## src/rtl/dspt_pkg.sv

```systemverilog
// shared constants and types of the dual-slope pwm timer
package dspt_pkg;

    localparam int unsigned CW      = 16;
    localparam int unsigned PRE_W   = 10;
    localparam int unsigned ADDR_W  = 8;
    localparam int unsigned MODE_W  = 4;
    localparam int unsigned OUTM_W  = 2;
    localparam int unsigned CS_W    = 3;
    localparam int unsigned CTRL_W  = 11;
    localparam int unsigned FLG_W   = 4;
    localparam int unsigned DIR_W   = 2;

    // waveform mode select codes
    localparam logic [3:0] MODE_PC_8     = 4'h1;
    localparam logic [3:0] MODE_PC_9     = 4'h2;
    localparam logic [3:0] MODE_PC_10    = 4'h3;
    localparam logic [3:0] MODE_PFC_CAPT = 4'h8;
    localparam logic [3:0] MODE_PFC_CMPA = 4'h9;
    localparam logic [3:0] MODE_PC_CAPT  = 4'hA;
    localparam logic [3:0] MODE_PC_CMPA  = 4'hB;

    localparam logic [15:0] BOTTOM   = 16'h0000;
    localparam logic [15:0] TOP_8    = 16'h00FF;
    localparam logic [15:0] TOP_9    = 16'h01FF;
    localparam logic [15:0] TOP_10   = 16'h03FF;
    localparam logic [15:0] MAXV     = 16'hFFFF;
    localparam logic [15:0] ONE      = 16'h0001;

    // compare output mode codes
    localparam logic [1:0] OUTM_NONINV = 2'h2;
    localparam logic [1:0] OUTM_INV    = 2'h3;

    // clock select codes and divider end counts
    localparam logic [2:0] CS_DIV1    = 3'h1;
    localparam logic [2:0] CS_DIV8    = 3'h2;
    localparam logic [2:0] CS_DIV64   = 3'h3;
    localparam logic [2:0] CS_DIV256  = 3'h4;
    localparam logic [2:0] CS_DIV1024 = 3'h5;
    localparam logic [9:0] LAST_DIV1    = 10'h000;
    localparam logic [9:0] LAST_DIV8    = 10'h007;
    localparam logic [9:0] LAST_DIV64   = 10'h03F;
    localparam logic [9:0] LAST_DIV256  = 10'h0FF;
    localparam logic [9:0] LAST_DIV1024 = 10'h3FF;
    localparam logic [9:0] PRE_ZERO     = 10'h000;
    localparam logic [9:0] PRE_ONE      = 10'h001;

    // register byte offsets
    localparam logic [7:0] OFS_CTRL  = 8'h00;
    localparam logic [7:0] OFS_DIR   = 8'h04;
    localparam logic [7:0] OFS_COUNT = 8'h08;
    localparam logic [7:0] OFS_CMPA  = 8'h0C;
    localparam logic [7:0] OFS_CMPB  = 8'h10;
    localparam logic [7:0] OFS_CAPT  = 8'h14;
    localparam logic [7:0] OFS_FLAGS = 8'h18;

    // control field positions
    localparam int unsigned MODE_LSB = 0;
    localparam int unsigned OUTA_LSB = 4;
    localparam int unsigned OUTB_LSB = 6;
    localparam int unsigned CS_LSB   = 8;

    // flag and direction bit positions
    localparam int unsigned FLG_OVF  = 0;
    localparam int unsigned FLG_CMPA = 1;
    localparam int unsigned FLG_CMPB = 2;
    localparam int unsigned FLG_CAPT = 3;
    localparam int unsigned DIR_A    = 0;
    localparam int unsigned DIR_B    = 1;

    localparam logic [10:0] CTRL_RST  = 11'h000;
    localparam logic [3:0]  FLG_RST   = 4'h0;
    localparam logic [1:0]  DIR_RST   = 2'h0;
    localparam logic [31:0] WORD_ZERO = 32'h0000_0000;

    typedef enum logic [1:0] {
        KIND_OFF = 2'b00,
        KIND_PC  = 2'b01,
        KIND_PFC = 2'b10
    } dspt_kind_t;

    typedef enum logic [1:0] {
        TSRC_FIXED = 2'b00,
        TSRC_CAPT  = 2'b01,
        TSRC_CMPA  = 2'b10
    } dspt_tsrc_t;

    function automatic dspt_kind_t kind_of(input logic [3:0] m);
        kind_of = KIND_OFF;
        if (m == MODE_PC_8 || m == MODE_PC_9 || m == MODE_PC_10 ||
            m == MODE_PC_CAPT || m == MODE_PC_CMPA)
            kind_of = KIND_PC;
        else if (m == MODE_PFC_CAPT || m == MODE_PFC_CMPA)
            kind_of = KIND_PFC;
    endfunction

    function automatic dspt_tsrc_t tsrc_of(input logic [3:0] m);
        tsrc_of = TSRC_FIXED;
        if (m == MODE_PC_CAPT || m == MODE_PFC_CAPT)
            tsrc_of = TSRC_CAPT;
        else if (m == MODE_PC_CMPA || m == MODE_PFC_CMPA)
            tsrc_of = TSRC_CMPA;
    endfunction

    // fixed top of a mode, all ones where no fixed top applies
    function automatic logic [15:0] fixed_top(input logic [3:0] m);
        fixed_top = MAXV;
        if (m == MODE_PC_8)
            fixed_top = TOP_8;
        else if (m == MODE_PC_9)
            fixed_top = TOP_9;
        else if (m == MODE_PC_10)
            fixed_top = TOP_10;
    endfunction

endpackage

```

## src/rtl/dspt_prescale.sv

```systemverilog
// prescaler producing the one-cycle timer clock enable
`timescale 1ns/100ps
`default_nettype none
module dspt_prescale
    import dspt_pkg::*;
(
    // clock and reset
    input  wire logic            clk,
    input  wire logic            rst_n,
    // clock select
    input  wire logic [CS_W-1:0] cs,
    // timer clock enable
    output var  logic            tick
);
    logic [PRE_W-1:0] div_reg;
    logic [PRE_W-1:0] div_next;
    logic [PRE_W-1:0] last;
    logic             running;
    logic             wrap;
    logic             tick_reg;

    assign last = (cs == CS_DIV8)    ? LAST_DIV8 :
                  (cs == CS_DIV64)   ? LAST_DIV64 :
                  (cs == CS_DIV256)  ? LAST_DIV256 :
                  (cs == CS_DIV1024) ? LAST_DIV1024 : LAST_DIV1;
    assign running = (cs >= CS_DIV1) && (cs <= CS_DIV1024);
    // >= so a switch to a shorter ratio never runs the full range
    assign wrap     = div_reg >= last;
    assign div_next = (!running || wrap) ? PRE_ZERO : div_reg + PRE_ONE;
    assign tick     = tick_reg;

    always_ff @(posedge clk or negedge rst_n)
    begin
        if (!rst_n)
        begin
            div_reg  <= PRE_ZERO;
            tick_reg <= 1'b0;
        end
        else
        begin
            div_reg  <= div_next;
            tick_reg <= running && wrap;
        end
    end
endmodule
`default_nettype wire

```

## src/rtl/dspt_chan.sv

```systemverilog
// one compare channel: active compare value, match and waveform
`timescale 1ns/100ps
`default_nettype none
module dspt_chan
    import dspt_pkg::*;
(
    // clock and reset
    input  wire logic          clk,
    input  wire logic          rst_n,
    // counter side
    input  wire logic          tick,
    input  wire logic          load,
    input  wire logic          eff_up,
    input  wire logic [CW-1:0] cnt,
    input  wire logic [CW-1:0] buf_val,
    // results
    output var  logic [CW-1:0] cmp_act,
    output var  logic          match,
    output var  logic          wave
);
    logic [CW-1:0] act_reg;
    logic          wave_reg;

    assign match   = tick && (cnt == act_reg);
    assign cmp_act = act_reg;
    assign wave    = wave_reg;

    always_ff @(posedge clk or negedge rst_n)
    begin
        if (!rst_n)
        begin
            act_reg  <= BOTTOM;
            wave_reg <= 1'b0;
        end
        else
        begin
            if (load)
                act_reg <= buf_val;
            // non-inverted sense: low after up match, high after down
            if (match)
                wave_reg <= !eff_up;
        end
    end
endmodule
`default_nettype wire

```

## src/rtl/dspt_top.sv

```systemverilog
// dual-slope pwm timer with ahb-lite register slave
//
// Contract
// modes 1,2,3,10,11 run phase correct: count up to TOP, then down.
// phase correct TOP is 0xFF, 0x1FF, 0x3FF, capture value or compare A.
// counter holds TOP exactly one timer tick, then counts down.
// non-inverted clears on up match, sets on down match; inverted opposite.
// output mode two is non-inverted, three is inverted pwm.
// waveform drives the pin only when its direction bit is output.
// phase correct sets the overflow flag at BOTTOM.
// phase correct loads compare buffers at TOP; TOP source flag set then.
// compare flag set on every match; flags offered as interrupt sources.
// fixed TOP modes zero unused upper bits of written compare values.
// compare at BOTTOM gives constant low, at TOP constant high.
// modes 8 and 9 run phase and frequency correct, TOP capture or A.
// frequency correct loads compare buffers at BOTTOM, overflow then.
// frequency correct sets the TOP source flag when TOP is reached.
// software keeps new TOP at or above every compare value.
// phase correct periods start and end at TOP.
// software should prefer frequency correct mode when changing TOP.
// output frequency is clock over twice prescale times TOP.
// TOP may range from 0x0003 up to the full 16-bit count.
// compare writes go to a buffer, loaded at the update point.
// capture value is unbuffered and acts as TOP at once.
// counter steps only on the prescaler timer enable.
//
// Chosen here: the register offsets and register access over AHB-Lite.
`timescale 1ns/100ps
`default_nettype none
module dspt_top
    import dspt_pkg::*;
(
    // clock and reset
    input  wire logic        CLK,
    input  wire logic        RST_N,
    // ahb-lite slave
    input  wire logic        HSEL,
    input  wire logic [31:0] HADDR,
    input  wire logic [1:0]  HTRANS,
    input  wire logic        HWRITE,
    input  wire logic [2:0]  HSIZE,
    input  wire logic        HREADY,
    input  wire logic [31:0] HWDATA,
    output var  logic [31:0] HRDATA,
    output var  logic        HREADYOUT,
    output var  logic        HRESP,
    // compare output pins
    output var  logic        PIN_A_OUT,
    output var  logic        PIN_A_OE_N,
    output var  logic        PIN_B_OUT,
    output var  logic        PIN_B_OE_N,
    // flag levels for an interrupt controller
    output var  logic [3:0]  FLAGS
);
    logic [CTRL_W-1:0] ctrl_reg;
    logic [DIR_W-1:0]  dir_reg;
    logic [FLG_W-1:0]  flags_reg;
    logic [FLG_W-1:0]  flags_next;
    logic [CW-1:0]     cnt_reg;
    logic [CW-1:0]     cnt_next;
    logic              dir_up_reg;
    logic [CW-1:0]     cmpa_buf_reg;
    logic [CW-1:0]     cmpb_buf_reg;
    logic [CW-1:0]     capt_reg;
    logic              wr_pend_reg;
    logic [ADDR_W-1:0] addr_reg;
    logic [31:0]       hrdata_reg;
    logic              pin_a_reg;
    logic              pin_a_oe_n_reg;
    logic              pin_b_reg;
    logic              pin_b_oe_n_reg;

    // field views
    logic [MODE_W-1:0] mode;
    logic [OUTM_W-1:0] outm_a;
    logic [OUTM_W-1:0] outm_b;
    logic [CS_W-1:0]   cs;
    dspt_kind_t        kind;
    dspt_tsrc_t        tsrc;
    logic [CW-1:0]     wmask;

    assign mode   = ctrl_reg[MODE_LSB +: MODE_W];
    assign outm_a = ctrl_reg[OUTA_LSB +: OUTM_W];
    assign outm_b = ctrl_reg[OUTB_LSB +: OUTM_W];
    assign cs     = ctrl_reg[CS_LSB +: CS_W];
    assign kind   = kind_of(mode);
    assign tsrc   = tsrc_of(mode);
    assign wmask  = fixed_top(mode);

    // bus decode
    logic        addr_ok;
    logic        rd_take;
    logic [31:0] rd_word;
    logic        wr_ctrl;
    logic        wr_dir;
    logic        wr_cnt;
    logic        wr_cmpa;
    logic        wr_cmpb;
    logic        wr_capt;
    logic        wr_flags;
    logic [CW-1:0] wdata16;

    assign addr_ok = HSEL && HREADY && HTRANS[1];
    assign rd_take = addr_ok && !HWRITE;
    assign wdata16 = HWDATA[CW-1:0];
    assign wr_ctrl  = wr_pend_reg && (addr_reg == OFS_CTRL);
    assign wr_dir   = wr_pend_reg && (addr_reg == OFS_DIR);
    assign wr_cnt   = wr_pend_reg && (addr_reg == OFS_COUNT);
    assign wr_cmpa  = wr_pend_reg && (addr_reg == OFS_CMPA);
    assign wr_cmpb  = wr_pend_reg && (addr_reg == OFS_CMPB);
    assign wr_capt  = wr_pend_reg && (addr_reg == OFS_CAPT);
    assign wr_flags = wr_pend_reg && (addr_reg == OFS_FLAGS);

    // unmapped offsets read as zero
    assign rd_word =
        (HADDR[ADDR_W-1:0] == OFS_CTRL)  ? {21'h00_0000, ctrl_reg} :
        (HADDR[ADDR_W-1:0] == OFS_DIR)   ? {30'h0000_0000, dir_reg} :
        (HADDR[ADDR_W-1:0] == OFS_COUNT) ? {16'h0000, cnt_reg} :
        (HADDR[ADDR_W-1:0] == OFS_CMPA)  ? {16'h0000, cmpa_buf_reg} :
        (HADDR[ADDR_W-1:0] == OFS_CMPB)  ? {16'h0000, cmpb_buf_reg} :
        (HADDR[ADDR_W-1:0] == OFS_CAPT)  ? {16'h0000, capt_reg} :
        (HADDR[ADDR_W-1:0] == OFS_FLAGS) ? {28'h000_0000, flags_reg} :
        WORD_ZERO;

    // timer enable and channels
    logic          tick;
    logic          run;
    logic          tick_run;
    logic [CW-1:0] cmpa_act;
    logic [CW-1:0] cmpb_act;
    logic          match_a;
    logic          match_b;
    logic          wave_a;
    logic          wave_b;
    logic [CW-1:0] top_val;
    logic          at_top;
    logic          at_bot;
    logic          eff_up;
    logic          load;

    assign run      = (kind != KIND_OFF);
    assign tick_run = tick && run;
    // capture value feeds TOP straight, no buffer
    assign top_val  = (tsrc == TSRC_CAPT) ? capt_reg :
                      (tsrc == TSRC_CMPA) ? cmpa_act : wmask;
    assign at_top   = (cnt_reg == top_val);
    assign at_bot   = (cnt_reg == BOTTOM);
    // TOP cycle counts as falling, BOTTOM as rising
    assign eff_up   = at_bot || (dir_up_reg && !at_top);
    assign load     = tick_run && ((kind == KIND_PC) ? at_top : at_bot);

    // a lowered capture TOP below the count runs on to MAXV and wraps
    assign cnt_next = wr_cnt ? wdata16 :
                      !tick_run ? cnt_reg :
                      eff_up ? cnt_reg + ONE : cnt_reg - ONE;

    // set wins over a software clear in the same cycle
    logic [FLG_W-1:0] flg_set;
    logic [FLG_W-1:0] flg_clr;

    assign flg_set[FLG_OVF]  = tick_run && at_bot;
    assign flg_set[FLG_CMPA] = match_a ||
                               (tick_run && at_top && tsrc == TSRC_CMPA);
    assign flg_set[FLG_CMPB] = match_b;
    assign flg_set[FLG_CAPT] = tick_run && at_top && tsrc == TSRC_CAPT;
    assign flg_clr    = wr_flags ? HWDATA[FLG_W-1:0] : FLG_RST;
    assign flags_next = (flags_reg & ~flg_clr) | flg_set;

    dspt_prescale u_pre (
        .clk   (CLK),
        .rst_n (RST_N),
        .cs    (cs),
        .tick  (tick)
    );

    dspt_chan u_chan_a (
        .clk     (CLK),
        .rst_n   (RST_N),
        .tick    (tick_run),
        .load    (load),
        .eff_up  (eff_up),
        .cnt     (cnt_reg),
        .buf_val (cmpa_buf_reg),
        .cmp_act (cmpa_act),
        .match   (match_a),
        .wave    (wave_a)
    );

    dspt_chan u_chan_b (
        .clk     (CLK),
        .rst_n   (RST_N),
        .tick    (tick_run),
        .load    (load),
        .eff_up  (eff_up),
        .cnt     (cnt_reg),
        .buf_val (cmpb_buf_reg),
        .cmp_act (cmpb_act),
        .match   (match_b),
        .wave    (wave_b)
    );

    // pin drive
    logic conn_a;
    logic conn_b;
    logic lvl_a;
    logic lvl_b;

    assign conn_a = (outm_a == OUTM_NONINV) || (outm_a == OUTM_INV);
    assign conn_b = (outm_b == OUTM_NONINV) || (outm_b == OUTM_INV);
    assign lvl_a  = conn_a && ((outm_a == OUTM_INV) ? !wave_a : wave_a);
    assign lvl_b  = conn_b && ((outm_b == OUTM_INV) ? !wave_b : wave_b);

    always_ff @(posedge CLK or negedge RST_N)
    begin
        if (!RST_N)
        begin
            wr_pend_reg <= 1'b0;
            addr_reg    <= OFS_CTRL;
            hrdata_reg  <= WORD_ZERO;
        end
        else
        begin
            wr_pend_reg <= addr_ok && HWRITE;
            if (addr_ok)
                addr_reg <= HADDR[ADDR_W-1:0];
            if (rd_take)
                hrdata_reg <= rd_word;
        end
    end

    always_ff @(posedge CLK or negedge RST_N)
    begin
        if (!RST_N)
        begin
            ctrl_reg     <= CTRL_RST;
            dir_reg      <= DIR_RST;
            cmpa_buf_reg <= BOTTOM;
            cmpb_buf_reg <= BOTTOM;
            capt_reg     <= BOTTOM;
        end
        else
        begin
            if (wr_ctrl)
                ctrl_reg <= HWDATA[CTRL_W-1:0];
            if (wr_dir)
                dir_reg <= HWDATA[DIR_W-1:0];
            if (wr_cmpa)
                cmpa_buf_reg <= wdata16 & wmask;
            if (wr_cmpb)
                cmpb_buf_reg <= wdata16 & wmask;
            if (wr_capt)
                capt_reg <= wdata16;
        end
    end

    always_ff @(posedge CLK or negedge RST_N)
    begin
        if (!RST_N)
        begin
            cnt_reg    <= BOTTOM;
            dir_up_reg <= 1'b1;
            flags_reg  <= FLG_RST;
        end
        else
        begin
            cnt_reg   <= cnt_next;
            flags_reg <= flags_next;
            if (tick_run)
                dir_up_reg <= eff_up;
        end
    end

    always_ff @(posedge CLK or negedge RST_N)
    begin
        if (!RST_N)
        begin
            pin_a_reg      <= 1'b0;
            pin_a_oe_n_reg <= 1'b1;
            pin_b_reg      <= 1'b0;
            pin_b_oe_n_reg <= 1'b1;
        end
        else
        begin
            pin_a_reg      <= lvl_a;
            pin_a_oe_n_reg <= !(conn_a && dir_reg[DIR_A]);
            pin_b_reg      <= lvl_b;
            pin_b_oe_n_reg <= !(conn_b && dir_reg[DIR_B]);
        end
    end

    assign HRDATA     = hrdata_reg;
    assign HREADYOUT  = 1'b1;
    assign HRESP      = 1'b0;
    assign PIN_A_OUT  = pin_a_reg;
    assign PIN_A_OE_N = pin_a_oe_n_reg;
    assign PIN_B_OUT  = pin_b_reg;
    assign PIN_B_OE_N = pin_b_oe_n_reg;
    assign FLAGS      = flags_reg;
endmodule
`default_nettype wire

```

## config.mk

```make
export PLATFORM = sky130hd
export DESIGN_NAME = dspt_top
export DESIGN_NICKNAME = d
export VERILOG_FILES = /design/src/rtl/dspt_pkg.sv /design/src/rtl/dspt_prescale.sv /design/src/rtl/dspt_chan.sv /design/src/rtl/dspt_top.sv
export SDC_FILE = /design/constraint.sdc
export NUM_CORES = 1
export LEC_CHECK = 0
export ABC_CLOCK_PERIOD_IN_PS = 8670
export BUFFER_PORTS_ARGS = -buffer_cell sky130_fd_sc_hd__buf_2
export CORE_UTILIZATION = 60
export DETAILED_ROUTE_END_ITERATION = 16
export GPL_TIMING_DRIVEN = 0
export PLACE_DENSITY = 0.9
export SYNTH_ARGS = -nofsm -noshare
export SYNTH_HDL_FRONTEND = slang
export SYNTH_SLANG_ARGS = --single-unit
```

## constraint.sdc

```tcl
create_clock -name CLK -period 8.67 [get_ports CLK]
set_clock_uncertainty 0.2 [all_clocks]
set_input_delay 1.3005 -clock CLK [delete_from_list [all_inputs] [get_ports CLK]]
set_output_delay 1.3005 -clock CLK [all_outputs]
set_load 0.005 [all_outputs]
```

==> flow_summary.rst, run 1 <==
.. list-table::
   :header-rows: 1

   * - Metric
     - Value
   * - IO Port Bufs
     - 52
   * - Global-route usage over all layers
     - 0.357
   * - Vias per inst
     - 6.43
   * - Hold slack
     - 252 ps
   * - Relative slew slack
     - 0.274
   * - Via count
     - 7250
   * - FF/Latch Area
     - 3910 um2
   * - Area of the die
     - 15000 um2
   * - I/O pin total
     - 116
   * - Most instantiated library cell after synthesis
     - sky130_fd_sc_hd__dfrtp_1
   * - Post-synth top cells
     - sky130_fd_sc_hd__dfrtp_1 (153), sky130_fd_sc_hd__nand2_1 (105), sky130_fd_sc_hd__o21ai_0 (64), sky130_fd_sc_hd__mux2_2 (54), sky130_fd_sc_hd__nor2_1 (52)
   * - Utilization after layout
     - 0.707
   * - Total Wirelength
     - 25200 um
   * - PnR worst setup slack
     - 3130 ps
   * - Power Density
     - 246 nW/um2
   * - Yosys Warn Count
     - 0
   * - Height of the die
     - 123 um
   * - Switching component of the power
     - 829 uW
   * - Quantity of gates resized following cts
     - 0
   * - Die W
     - 123 um
   * - Gate power share
     - 0.324
   * - Cell repeated most along the worst path
     - sky130_fd_sc_hd__o21ai_0
   * - Placed cell area
     - 9300 um2
   * - DRC violation count after routing
     - 0
   * - Skew-Pair Late Insertion Delay
     - 430 ps
   * - P_int
     - 1.62 mW
   * - Diode insertion count for antenna repair
     - 0
   * - Maximum number of pins on one net before global-route repair
     - 83
   * - Static Leak
     - 4.63 nW
   * - Max Fclk
     - 181 MHz
   * - Post-placement worst setup slack
     - 3460 ps
   * - Number of nets with antenna violations after detailed routing
     - 0
   * - Deepest level of the CTS H-tree
     - 4
   * - Critical Path RT
     - 8770 ps
   * - Number of global-route vias before repair
     - 7206
   * - Post-CTS clock slew at the launch and capture registers of the worst setup and hold paths
     - 60 ps
   * - Yosys reg bits
     - 156
   * - Slowest stage cell on the critical path
     - sky130_fd_sc_hd__a21boi_2
   * - Switching share of power
     - 0.339
   * - Fin area
     - 9930 um2
   * - Synthesized area per cell
     - 10.3 um2
   * - Total placed cells including tap cells
     - 1096
   * - Number of unique standard cell types used by synthesis
     - 55
   * - Area inside the core boundary
     - 14000 um2
   * - Critical R2R Capture
     - cnt_reg[14]$_DFFE_PN0P_
   * - Portion of total power attributed to the clock network
     - 0.332
   * - Cell chosen for the clock root
     - sky130_fd_sc_hd__clkbuf_16
   * - Sequential fraction of the synthesis area
     - 0.449
   * - Share of the cycle needed by the critical path after routing
     - 0.638
   * - Largest fanout of any net on the critical path
     - 17
   * - Largest cells by area after synthesis
     - sky130_fd_sc_hd__dfrtp_1 (44%), sky130_fd_sc_hd__mux2_2 (7.0%), sky130_fd_sc_hd__mux2_4 (5.3%)
   * - Hold violation count in the final report
     - 0
   * - Average wire per standard cell
     - 22.3 um
   * - Wire length of the first global-routing pass
     - 39500 um
   * - Post-Synthesis Cells
     - 847
   * - Measured slew at the worst slew-check pin
     - 1080 ps
   * - Primary flip-flop cell chosen by synthesis mapping
     - sky130_fd_sc_hd__dfrtp_1
   * - Crit. End Element
     - flop
   * - Min-delay worst type
     - reg2reg
   * - Number of cells on the worst hold path
     - 1
   * - Arrival time worst endpoint
     - 5640 ps
   * - Number of sinks driven by the clock tree
     - 156
   * - Synth Cell Area
     - 8710 um2
   * - Violation count after the first detailed-route iteration
     - 926
   * - Cells traversed along the worst timing path
     - buf_2 -> o21ai_1 -> buf_2 -> a22oi_2 -> xnor2_1 -> nor3_1 -> nand3_1 -> a21boi_2 -> ha_1 -> nor2b_1 -> o21ai_0 -> nand2b_1 -> a211oi_1 -> nor2_1 -> o41ai_1 -> o21ai_0 -> xnor2_1 -> o21ai_0
   * - Estimated wirelength of the detail-placed design
     - 16500 um
   * - Final-stage net count
     - 1035
   * - Peak supply drop
     - 167 uV
   * - Maximum clock path buffer count
     - 2
   * - Total of endpoints with negative setup slack in the final report
     - 0
   * - Final critical-path required period
     - 5540 ps
   * - Post-route total power
     - 2.45 mW
   * - WHS Endpoint
     - PIN_A_OE_N$_DFF_PN1_
   * - Total grt overflow
     - 0
   * - Classification of the worst setup path
     - reg2reg
   * - Cell Rows
     - 43
   * - Async set or reset register ratio after synthesis
     - 1.00
   * - Starting density of the core
     - 0.620
   * - R2R Setup Slk
     - 3130 ps
   * - Kind of start point of the critical path
     - flop
   * - Number of antenna violations at the first check in global routing
     - 0
   * - Fin cells
     - 1128
   * - Router iterations before antenna repair
     - 5
   * - Outcome
     - complete, no violations
   * - Signed area change from the synthesized netlist to the final layout
     - 14.0%
   * - Hold_sp
     - ctrl_reg[5]$_DFFE_PN0P_
   * - Max_cap viols
     - 0
   * - Hold-fix buffer count after cts
     - 0
   * - Final count of pins violating max slew
     - 0
   * - R2r worst-path depth
     - 18
   * - EDFF count, synth
     - 0
   * - Highest cell delay on the worst timing path
     - 760 ps
   * - Sum of negative setup slack
     - 0 ps
   * - Proportion of netlist area held by the largest area contributor
     - 0.439
   * - Clock tree from TritonCTS
     - done
   * - Flop pwr share
     - 0.344
   * - Post-CTS setup buffers
     - 0
   * - Placer congestion estimate
     - 0.952
   * - Total CTS buffers
     - 17
   * - Unrepaired setup endpoints after global routing
     - no
   * - Share of post-route cells with drive strength above 1
     - 0.218
   * - Area taken by multi-input logic gates
     - 4440 um2
   * - Cell type with the largest total area after synthesis
     - sky130_fd_sc_hd__dfrtp_1
   * - Worst reg2reg startpoint
     - ctrl_reg[0]$_DFFE_PN0P_
   * - Filler cell count in the final layout
     - 905
==> power groups by stage <==
| stage | sequential [mW] | combinational [mW] | clock (mW) |
|---|---|---|---|
| floorplan | 0.838 | 0.576 | 0 |
| global placement | 0.847 | 0.725 | 0 |
| detailed placement | 0.852 | 0.750 | 0 |
| CTS | 0.840 | 0.772 | 0.806 |
| global route | 0.849 | 0.859 | 0.839 |
| finish | 0.842 | 0.793 | 0.812 |
==> final cells by class <==
cell class,instances,area share
multi-input cells,625,0.447
flip-flops and latches,156,0.393
clock buffers,22,0.0477
plain buffers,67,0.0378
repair buffers,53,0.0296
well taps,180,0.0227
clock inverters,10,0.0164
inverters,15,0.00567
==> worst max path at each step <==
| stage | to | slack, ps | depth (start not counted) | from |
|---|---|---|---|---|
| after CTS | cnt_reg[14]$_DFFE_PN0P_ | 3250 | 18 | ctrl_reg[0]$_DFFE_PN0P_ |
| after detailed placement | cnt_reg[14]$_DFFE_PN0P_ | 3460 | 18 | ctrl_reg[2]$_DFFE_PN0P_ |
| after global routing | cnt_reg[14]$_DFFE_PN0P_ | 2610 | 18 | ctrl_reg[0]$_DFFE_PN0P_ |
| after floorplan | cnt_reg[14]$_DFFE_PN0P_ | 4080 | 18 | ctrl_reg[2]$_DFFE_PN0P_ |
| after global placement | cnt_reg[14]$_DFFE_PN0P_ | 3020 | 18 | ctrl_reg[2]$_DFFE_PN0P_ |
| final | cnt_reg[14]$_DFFE_PN0P_ | 3130 | 18 | ctrl_reg[0]$_DFFE_PN0P_ |
==> placed cells by master, fill, tap and decap left out, types with 4 or more instances in the layout <==
master / synthesis / layout
sky130_fd_sc_hd__a211oi_1: 4 / 4
sky130_fd_sc_hd__a21o_1: 10 / 10
sky130_fd_sc_hd__a21oi_1: 34 / 34
sky130_fd_sc_hd__a221oi_1: 14 / 14
sky130_fd_sc_hd__a22oi_1: 12 / 12
sky130_fd_sc_hd__and2_1: 4 / 4
sky130_fd_sc_hd__buf_2: 3 / 54
sky130_fd_sc_hd__buf_4: 21 / 21
sky130_fd_sc_hd__bufinv_16: 0 / 4
sky130_fd_sc_hd__clkbuf_1: 38 / 40
sky130_fd_sc_hd__clkbuf_16: 0 / 17
sky130_fd_sc_hd__conb_1: 2 / 18
sky130_fd_sc_hd__dfrtp_1: 153 / 153
sky130_fd_sc_hd__ha_1: 25 / 25
sky130_fd_sc_hd__inv_1: 15 / 15
sky130_fd_sc_hd__mux2_2: 54 / 54
sky130_fd_sc_hd__mux2_4: 31 / 31
sky130_fd_sc_hd__mux2i_1: 30 / 30
sky130_fd_sc_hd__nand2_1: 105 / 105
sky130_fd_sc_hd__nand2b_1: 6 / 6
sky130_fd_sc_hd__nand3_1: 15 / 15
sky130_fd_sc_hd__nand4_1: 8 / 8
sky130_fd_sc_hd__nor2_1: 52 / 52
sky130_fd_sc_hd__nor2b_1: 5 / 5
sky130_fd_sc_hd__nor3_1: 19 / 19
sky130_fd_sc_hd__nor4_1: 9 / 9
sky130_fd_sc_hd__o21ai_0: 64 / 64
sky130_fd_sc_hd__or3_1: 7 / 7
sky130_fd_sc_hd__xnor2_1: 43 / 43
sky130_fd_sc_hd__xor2_1: 25 / 25
==> worst max-delay path, delay by kind of cell (launching register included) <==
kind / cells / cell delay (ps)
XOR/XNOR: 2 / 360
AND/OR/NAND/NOR: 5 / 1040
flip-flops: 1 / 380
adder cells (fa/ha/maj): 1 / 420
buffers and inverters: 2 / 530
AO/OA/AOI/OAI: 8 / 2450
==> layer usage <==
layer / track usage / part of all wire
met3: 0.0948 / 0.10
met1: 0.444 / 0.37
met5: 0 / 0
met4: 0.230 / 0.066
met2: 0.551 / 0.46
==> cell families (layout without fill, tap and decap cells) <==
kind of cell,Yosys count,in the layout,share of synthesized area
DFF,156,156,0.449
and+or+nand+nor,243,243,0.128
buffers and inverters,82,167,0.0495
adders and majority gates,26,26,0.0382
other,2,18,0.000862
xor gates and xnor gates,68,68,0.0684
AOI/OAI and AO/OA,155,155,0.109
muxes,115,115,0.158
Power figures use the tool's default switching activity.
==> run 2, diff against run 1 <==
--- a/config.mk
+++ b/config.mk
@@ -5,12 +5,12 @@
 export SDC_FILE = /design/constraint.sdc
 export NUM_CORES = 1
 export LEC_CHECK = 0
-export ABC_CLOCK_PERIOD_IN_PS = 8670
+export ABC_CLOCK_PERIOD_IN_PS = 5620
 export BUFFER_PORTS_ARGS = -buffer_cell sky130_fd_sc_hd__buf_2
-export CORE_UTILIZATION = 60
+export CORE_UTILIZATION = 58
 export DETAILED_ROUTE_END_ITERATION = 16
 export GPL_TIMING_DRIVEN = 0
-export PLACE_DENSITY = 0.9
+export PLACE_DENSITY = 0.87
 export SYNTH_ARGS = -nofsm -noshare
 export SYNTH_HDL_FRONTEND = slang
 export SYNTH_SLANG_ARGS = --single-unit
==> constraint.sdc (replaced) <==
create_clock -name CLK -period 5.62 [get_ports CLK]
set_clock_uncertainty 0.2 [all_clocks]
set_input_delay 0.843 -clock CLK [delete_from_list [all_inputs] [get_ports CLK]]
set_output_delay 0.843 -clock CLK [all_outputs]
set_load 0.005 [all_outputs]
==> run 2 against run 1 <==
Wire length decreased by 8.5%. Global-route usage decreased by 4.3 points. Final cell count increased by 0.35%. Critical path type unchanged.
==> flow_summary.rst, run 2 (synthesized netlist as in run 1, its figures left out) <==
.. list-table::
   :header-rows: 1

   * - Metric
     - Value
   * - Outcome
     - complete, no violations
   * - Signed area change from the synthesized netlist to the final layout
     - 13.2%
   * - Cell Rows
     - 44 (+2.3%)
   * - Starting density of the core
     - 0.597 (-0.0233)
   * - Total Wirelength
     - 23000 um (-8.5%)
   * - CP bufs+invs
     - 1 (-1)
   * - Cells traversed along the worst timing path
     - buf_6 -> nand2b_1 -> nor2_2 -> a22oi_1 -> xnor2_1 -> nor4_2 -> nand3_1 -> a21boi_4 -> ha_1 -> nor2b_1 -> o21ai_0 -> nand2b_1 -> a211oi_1 -> nor2_1 -> o41ai_1 -> o21ai_0 -> xnor2_1 -> o21ai_0
   * - Final-stage net count
     - 1035 (unchanged)
   * - Max_cap viols
     - 0 (unchanged)
   * - Top library cells by usage in the layout, fill and taps aside
     - sky130_fd_sc_hd__dfrtp_1 (153), sky130_fd_sc_hd__nand2_1 (105), sky130_fd_sc_hd__o21ai_0 (64), sky130_fd_sc_hd__buf_2 (54), sky130_fd_sc_hd__mux2_2 (54)
   * - Post-CTS clock slew at the launch and capture registers of the worst setup and hold paths
     - 70 ps (about the same)
   * - DRC violation count after routing
     - 0 (unchanged)
   * - Clock tree from TritonCTS
     - done
   * - Classification of the worst setup path
     - reg2reg
   * - Unrepaired setup endpoints after global routing
     - no
   * - Diode insertion count for antenna repair
     - 0 (unchanged)
   * - Maximum number of pins on one net before global-route repair
     - 85 (+2.4%)
   * - Violation count after the first detailed-route iteration
     - 672 (-27%)
   * - Wire length of the first global-routing pass
     - 37100 um (-6.2%)
   * - Share of the cycle needed by the critical path after routing
     - 0.917 (+0.279)
   * - Vias per inst
     - 6.09 (-5.2%)
   * - Cell chosen for the clock root
     - sky130_fd_sc_hd__clkbuf_16
   * - Router iterations before antenna repair
     - 6 (+1)
   * - Number of global-route vias before repair
     - 7128 (-1.1%)
   * - Min-delay worst type
     - reg2reg
   * - Met3 layer usage reported by global route
     - 0.0803 (-0.0145)
   * - Largest fanout of any net on the critical path
     - 17 (unchanged)
   * - Cell repeated most along the worst path
     - sky130_fd_sc_hd__o21ai_0
   * - Critical Path RT
     - 5760 ps (-3010 ps)
   * - Number of nets with antenna violations after detailed routing
     - 0 (unchanged)
   * - Final critical-path required period
     - 5160 ps (-379 ps)
   * - Post-CTS setup buffers
     - 0 (unchanged)
   * - Fin area
     - 9860 um2 (-0.73%)
   * - Total grt overflow
     - 0 (unchanged)
   * - Via count
     - 6895 (-4.9%)
   * - Total of endpoints with negative setup slack in the final report
     - 0 (unchanged)
   * - Arrival time worst endpoint
     - 5290 ps (-350 ps)
   * - Estimated wirelength of the detail-placed design
     - 16200 um (-1.9%)
   * - Number of sinks driven by the clock tree
     - 156 (unchanged)
   * - Slowest stage cell on the critical path
     - sky130_fd_sc_hd__a21boi_4
   * - Hold violation count in the final report
     - 0 (unchanged)
   * - Area of the die
     - 15500 um2 (+3.4%)
   * - Kind of start point of the critical path
     - flop
   * - Area inside the core boundary
     - 14600 um2 (+3.9%)
   * - Final count of pins violating max slew
     - 0 (unchanged)
   * - IO Port Bufs
     - 52 (unchanged)
   * - I/O pin total
     - 116 (unchanged)
   * - Number of antenna violations at the first check in global routing
     - 0 (unchanged)
   * - Gate family responsible for the most delay along the worst path
     - compound AO/OA/AOI/OAI gates
   * - Measured slew at the worst slew-check pin
     - 1070 ps (-7.36 ps)
   * - Share of post-route cells with drive strength above 1
     - 0.220 (+0.00211)
   * - Die W
     - 125 um (+1.7%)
   * - Deepest level of the CTS H-tree
     - 4 (unchanged)
   * - Skew-Pair Late Insertion Delay
     - 440 ps (about the same)
   * - Peak supply drop
     - 214 uV (+28%)
   * - Global-route usage over all layers
     - 0.314 (-0.0433)
   * - Met1 Track Usage GR
     - 0.392 (-0.0520)
   * - Height of the die
     - 125 um (+1.7%)
   * - Utilization after layout
     - 0.676 (-0.0315)
   * - Power Density
     - 364 nW/um2 (+48%)
   * - Max Fclk
     - 194 MHz (+7.4%)
   * - Crit. End Element
     - flop
   * - Placed cell area
     - 9300 um2 (about the same)
   * - Most common cell after layout, fill and taps aside
     - sky130_fd_sc_hd__dfrtp_1
   * - Relative slew slack
     - 0.279 (+0.00494)
   * - Average wire per standard cell
     - 20.3 um (-8.8%)
   * - Filler cell count in the final layout
     - 1034 (+14%)
   * - Placer congestion estimate
     - 0.931 (-2.2%)
   * - Static Leak
     - 4.60 nW (-0.53%)
   * - Maximum clock path buffer count
     - 2 (unchanged)
   * - GR Layer Usage met2
     - 0.502 (-0.0492)
   * - Total CTS buffers
     - 17 (unchanged)
   * - Highest cell delay on the worst timing path
     - 540 ps (-220 ps)
   * - Global routing's busiest layer
     - met2
-- run 2: worst register-to-register path, stage by stage, from the launching register on --
cell and delay [ps]:
sky130_fd_sc_hd__dfrtp_1 370, sky130_fd_sc_hd__buf_6 140, sky130_fd_sc_hd__nand2b_1 200, sky130_fd_sc_hd__nor2_2 340, sky130_fd_sc_hd__a22oi_1 190, sky130_fd_sc_hd__xnor2_1 190
sky130_fd_sc_hd__nor4_2 320, sky130_fd_sc_hd__nand3_1 260, sky130_fd_sc_hd__a21boi_4 540, sky130_fd_sc_hd__ha_1 380, sky130_fd_sc_hd__nor2b_1 170, sky130_fd_sc_hd__o21ai_0 140
sky130_fd_sc_hd__nand2b_1 130, sky130_fd_sc_hd__a211oi_1 250, sky130_fd_sc_hd__nor2_1 120, sky130_fd_sc_hd__o41ai_1 490, sky130_fd_sc_hd__o21ai_0 220, sky130_fd_sc_hd__xnor2_1 170
sky130_fd_sc_hd__o21ai_0 230
-- run 2: worst paths after layout --
kind                                    startpoint                 endpoint  slack (ps)  depth (start not counted)
min in group asynchronous                    RST_N    HRDATA[1]$_DFFE_PN0P_         260                          1
max in group asynchronous                    RST_N   dir_up_reg$_DFFE_PN1P_        4120                          2
hold reg to reg            ctrl_reg[5]$_DFFE_PN0P_     PIN_A_OE_N$_DFF_PN1_         240                          1
hold / removal             ctrl_reg[5]$_DFFE_PN0P_     PIN_A_OE_N$_DFF_PN1_         240                          1
setup / recovery           ctrl_reg[2]$_DFFE_PN0P_  cnt_reg[14]$_DFFE_PN0P_         460                         18
setup reg to reg           ctrl_reg[2]$_DFFE_PN0P_  cnt_reg[14]$_DFFE_PN0P_         460                         18
-- run 2: metal layers --
layer / wire [um] / share of wire
met5: 0 / 0
met2: 10800 / 0.47
met1: 9070 / 0.39
met3: 2160 / 0.094
met4: 1020 / 0.044
-- run 2: power breakdown --
part	switching, mW	internal [mW]	total, mW
Sequential	0.0704	1.22	1.30
Clock	0.516	0.580	1.10
Combinational	0.703	0.491	1.19
-- run 2: layout make-up --
type | count | area [um2] | share of cell area
Multi-Input combinational cell | 625 | 4440 | 0.451
Clock inverter | 15 | 126 | 0.0128
Timing Repair Buffer | 53 | 294 | 0.0298
Tap cell | 184 | 230 | 0.0234
Buffer | 67 | 375 | 0.0381
Clock buffer | 17 | 425 | 0.0431
Inverter | 15 | 56.3 | 0.00571
Sequential cell | 156 | 3910 | 0.396
-- run 2: metrics by stage --
stage	TNS [ps]	total power [mW]	instances	hold slack [ps]	setup slack, ps
after global routing	0	3.77	1132	273	96.8
final	0	3.59	1132	244	464
after CTS	0	3.57	1132	250	263
after global placement	-58.3	2.43	1099	237	-58.3
after detailed placement	0	2.47	1100	241	400
after floorplan	0	2.18	863	193	1030
-- run 2: repair_timing --
| action | CTS | global route |
|---|---|---|
| setup endpoints to repair | 0 | 1 |
| resized for setup | 0 | 1 |
| hold buffers | 0 | 0 |
==> run 3, diff against run 2 <==
--- a/config.mk
+++ b/config.mk
@@ -7,10 +7,10 @@
 export LEC_CHECK = 0
 export ABC_CLOCK_PERIOD_IN_PS = 5620
 export BUFFER_PORTS_ARGS = -buffer_cell sky130_fd_sc_hd__buf_2
-export CORE_UTILIZATION = 58
+export CORE_UTILIZATION = 55
 export DETAILED_ROUTE_END_ITERATION = 16
 export GPL_TIMING_DRIVEN = 0
-export PLACE_DENSITY = 0.87
+export PLACE_DENSITY = 0.84
 export SYNTH_ARGS = -nofsm -noshare
 export SYNTH_HDL_FRONTEND = slang
 export SYNTH_SLANG_ARGS = --single-unit
==> run 3 against run 2 <==
Setup slack better by 53 ps. Hold slack got worse by 43 ps. Clock-buffer cell count increased by 6. Sequential power hardly changed. Clock power about the same. Critical endpoint unchanged. Largest cell class unchanged. Largest power group unchanged. Highest routed layer unchanged.
==> flow_summary.rst, run 3 (synthesized netlist as in run 1, its figures left out) <==
.. list-table::
   :header-rows: 1

   * - Metric
     - Value
   * - Outcome
     - complete, no violations
   * - Worst reg2reg startpoint
     - ctrl_reg[2]$_DFFE_PN0P_
   * - Skew-Pair Late Insertion Delay
     - 430 ps (about the same)
   * - Hold violation count in the final report
     - 0 (unchanged)
   * - Arrival time worst endpoint
     - 5250 ps (-40 ps)
   * - Final critical-path required period
     - 5100 ps (-52.5 ps)
   * - Height of the die
     - 128 um (+2.6%)
   * - Share of the cycle needed by the critical path after routing
     - 0.908 (-0.00935)
   * - Router iterations before antenna repair
     - 6 (unchanged)
   * - Hold slack
     - 201 ps (-43.3 ps)
   * - Signed area change from the synthesized netlist to the final layout
     - 13.8%
   * - Cell Rows
     - 45 (+2.3%)
   * - Die W
     - 128 um (+2.6%)
   * - Number of sinks driven by the clock tree
     - 156 (unchanged)
   * - Final count of pins violating max slew
     - 0 (unchanged)
   * - Total grt overflow
     - 0 (unchanged)
   * - Filler cell count in the final layout
     - 1176 (+14%)
   * - Top library cells by usage in the layout, fill and taps aside
     - sky130_fd_sc_hd__dfrtp_1 (153), sky130_fd_sc_hd__nand2_1 (105), sky130_fd_sc_hd__o21ai_0 (64), sky130_fd_sc_hd__buf_2 (54), sky130_fd_sc_hd__mux2_2 (54)
   * - Placer congestion estimate
     - 0.932 (about the same)
   * - DRC violation count after routing
     - 0 (unchanged)
   * - Crit. End Element
     - flop
   * - Largest fanout of any net on the critical path
     - 17 (unchanged)
   * - Number of global-route vias before repair
     - 6785 (-4.8%)
   * - Final-stage net count
     - 1035 (unchanged)
   * - Total CTS buffers
     - 17 (unchanged)
   * - Min-delay worst type
     - in2async
   * - Relative slew slack
     - 0.239 (-0.0405)
   * - Estimated wirelength of the detail-placed design
     - 15900 um (-1.5%)
   * - IO Port Bufs
     - 52 (unchanged)
   * - Wire length of the first global-routing pass
     - 36500 um (-1.5%)
   * - Diode insertion count for antenna repair
     - 0 (unchanged)
   * - Maximum clock path buffer count
     - 2 (unchanged)
   * - Share of post-route cells with drive strength above 1
     - 0.218 (-0.00211)
   * - Kind of start point of the critical path
     - flop
   * - Number of nets with antenna violations after detailed routing
     - 0 (unchanged)
   * - Area of the die
     - 16300 um2 (+5.4%)
   * - Classification of the worst setup path
     - reg2reg
   * - Via count
     - 6965 (+1.0%)
   * - I/O pin total
     - 116 (unchanged)
   * - Number of antenna violations at the first check in global routing
     - 0 (unchanged)
   * - Most common cell after layout, fill and taps aside
     - sky130_fd_sc_hd__dfrtp_1
   * - Measured slew at the worst slew-check pin
     - 1140 ps (+66.6 ps)
   * - Area taken by multi-input logic gates
     - 4440 um2 (unchanged)
   * - Cell chosen for the clock root
     - sky130_fd_sc_hd__clkbuf_16
   * - Vias per inst
     - 6.01 (-1.3%)
   * - Unrepaired setup endpoints after global routing
     - no
   * - Clock tree from TritonCTS
     - done
   * - Max_cap viols
     - 0 (unchanged)
   * - Global-route usage over all layers
     - 0.298 (-0.0160)
   * - Average wire per standard cell
     - 19.8 um (-2.7%)
   * - FF/Latch Area
     - 3910 um2 (unchanged)
   * - Total of endpoints with negative setup slack in the final report
     - 0 (unchanged)
   * - Starting density of the core
     - 0.569 (-0.0283)
   * - R2R Setup Slk
     - 520 ps (+50 ps)
   * - Violation count after the first detailed-route iteration
     - 690 (+2.7%)
   * - Critical Path RT
     - 5760 ps (about the same)
   * - Post-CTS clock slew at the launch and capture registers of the worst setup and hold paths
     - 60 ps (about the same)
   * - Power Density
     - 363 nW/um2 (-0.15%)
   * - Max Fclk
     - 196 MHz (+1.0%)
   * - Post-route total power
     - 3.60 mW (+0.42%)
   * - Total Wirelength
     - 22900 um (-0.43%)
   * - R2r worst-path depth
     - 18 (unchanged)
   * - Fin cells
     - 1159 (+2.4%)
   * - Critical R2R Capture
     - cnt_reg[14]$_DFFE_PN0P_
   * - Deepest level of the CTS H-tree
     - 4 (unchanged)
   * - Total placed cells including tap cells
     - 1127 (+2.5%)
   * - Peak supply drop
     - 212 uV (-0.80%)
   * - Maximum number of pins on one net before global-route repair
     - 89 (+4.7%)
   * - Area inside the core boundary
     - 15300 um2 (+5.0%)
   * - Static Leak
     - 4.61 nW (+0.17%)
run 3: through the flow:
| step | TNS, ps | area (um2) | utilization | setup slack [ps] |
|---|---|---|---|---|
| detailed placement | 0 | 9330 | 0.609 | 343 |
| floorplan | 0 | 8770 | - | 1030 |
| finish | 0 | 9920 | 0.647 | 516 |
| CTS | 0 | 9910 | 0.647 | 328 |
| global placement | -37.7 | 9300 | 0.607 | -37.7 |
| global route | 0 | 9920 | 0.647 | 53.0 |
run 3: how the worst max path moves through the flow:
stage,from,endpoint,slack (ps),cells after the start
floorplan,ctrl_reg[2]$_DFFE_PN0P_,cnt_reg[14]$_DFFE_PN0P_,1030,18
global placement,ctrl_reg[2]$_DFFE_PN0P_,cnt_reg[14]$_DFFE_PN0P_,-40,18
detailed placement,ctrl_reg[2]$_DFFE_PN0P_,cnt_reg[14]$_DFFE_PN0P_,340,18
CTS,ctrl_reg[2]$_DFFE_PN0P_,cnt_reg[14]$_DFFE_PN0P_,330,18
global route,ctrl_reg[2]$_DFFE_PN0P_,cnt_reg[14]$_DFFE_PN0P_,50,18
finish,ctrl_reg[2]$_DFFE_PN0P_,cnt_reg[14]$_DFFE_PN0P_,520,18
run 3: timing repair:
action,CTS,global route
hold buffers,0,0
setup endpoints to repair,0,2
resized for setup,0,1
buffers inserted,0,0
run 3: worst max-delay path, stage by stage (launching register included):
cell and delay [ps]:
sky130_fd_sc_hd__dfrtp_1 380, sky130_fd_sc_hd__buf_6 140, sky130_fd_sc_hd__nand2b_1 200, sky130_fd_sc_hd__nor2_2 370, sky130_fd_sc_hd__a22oi_1 190, sky130_fd_sc_hd__xnor2_1 180
sky130_fd_sc_hd__nor4_2 280, sky130_fd_sc_hd__nand3_1 270, sky130_fd_sc_hd__a21boi_4 560, sky130_fd_sc_hd__ha_1 380, sky130_fd_sc_hd__nor2b_1 160, sky130_fd_sc_hd__o21ai_0 150
sky130_fd_sc_hd__nand2b_1 130, sky130_fd_sc_hd__a211oi_1 260, sky130_fd_sc_hd__nor2_1 120, sky130_fd_sc_hd__o41ai_1 500, sky130_fd_sc_hd__o21ai_0 210, sky130_fd_sc_hd__xnor2_1 160
sky130_fd_sc_hd__o21ai_0 170
run 3: layout make-up:
| cell class | instances | share of cell area |
|---|---|---|
| clock buffer | 23 | 0.0492 |
| multi-input combinational | 625 | 0.448 |
| tap | 211 | 0.0266 |
| buffer | 67 | 0.0379 |
| sequential | 156 | 0.394 |
| inverter | 15 | 0.00568 |
| clock inverter | 9 | 0.00871 |
| timing repair buffer | 53 | 0.0297 |
run 3: power by group:
| group | switching, mW | leakage, nW | internal (mW) |
|---|---|---|---|
| logic | 0.697 | 2.39 | 0.490 |
| registers | 0.0702 | 1.94 | 1.23 |
| clock network | 0.461 | 0.280 | 0.657 |
| total | 1.23 | 4.61 | 2.37 |
run 3: metal layers:
layer,global-route usage,vias to the layer above,part of all wire
li1,-,3115,-
met1,0.391,3413,0.40
met2,0.468,355,0.47
met3,0.0630,82,0.087
met4,0.152,0,0.045
met5,0,-,0
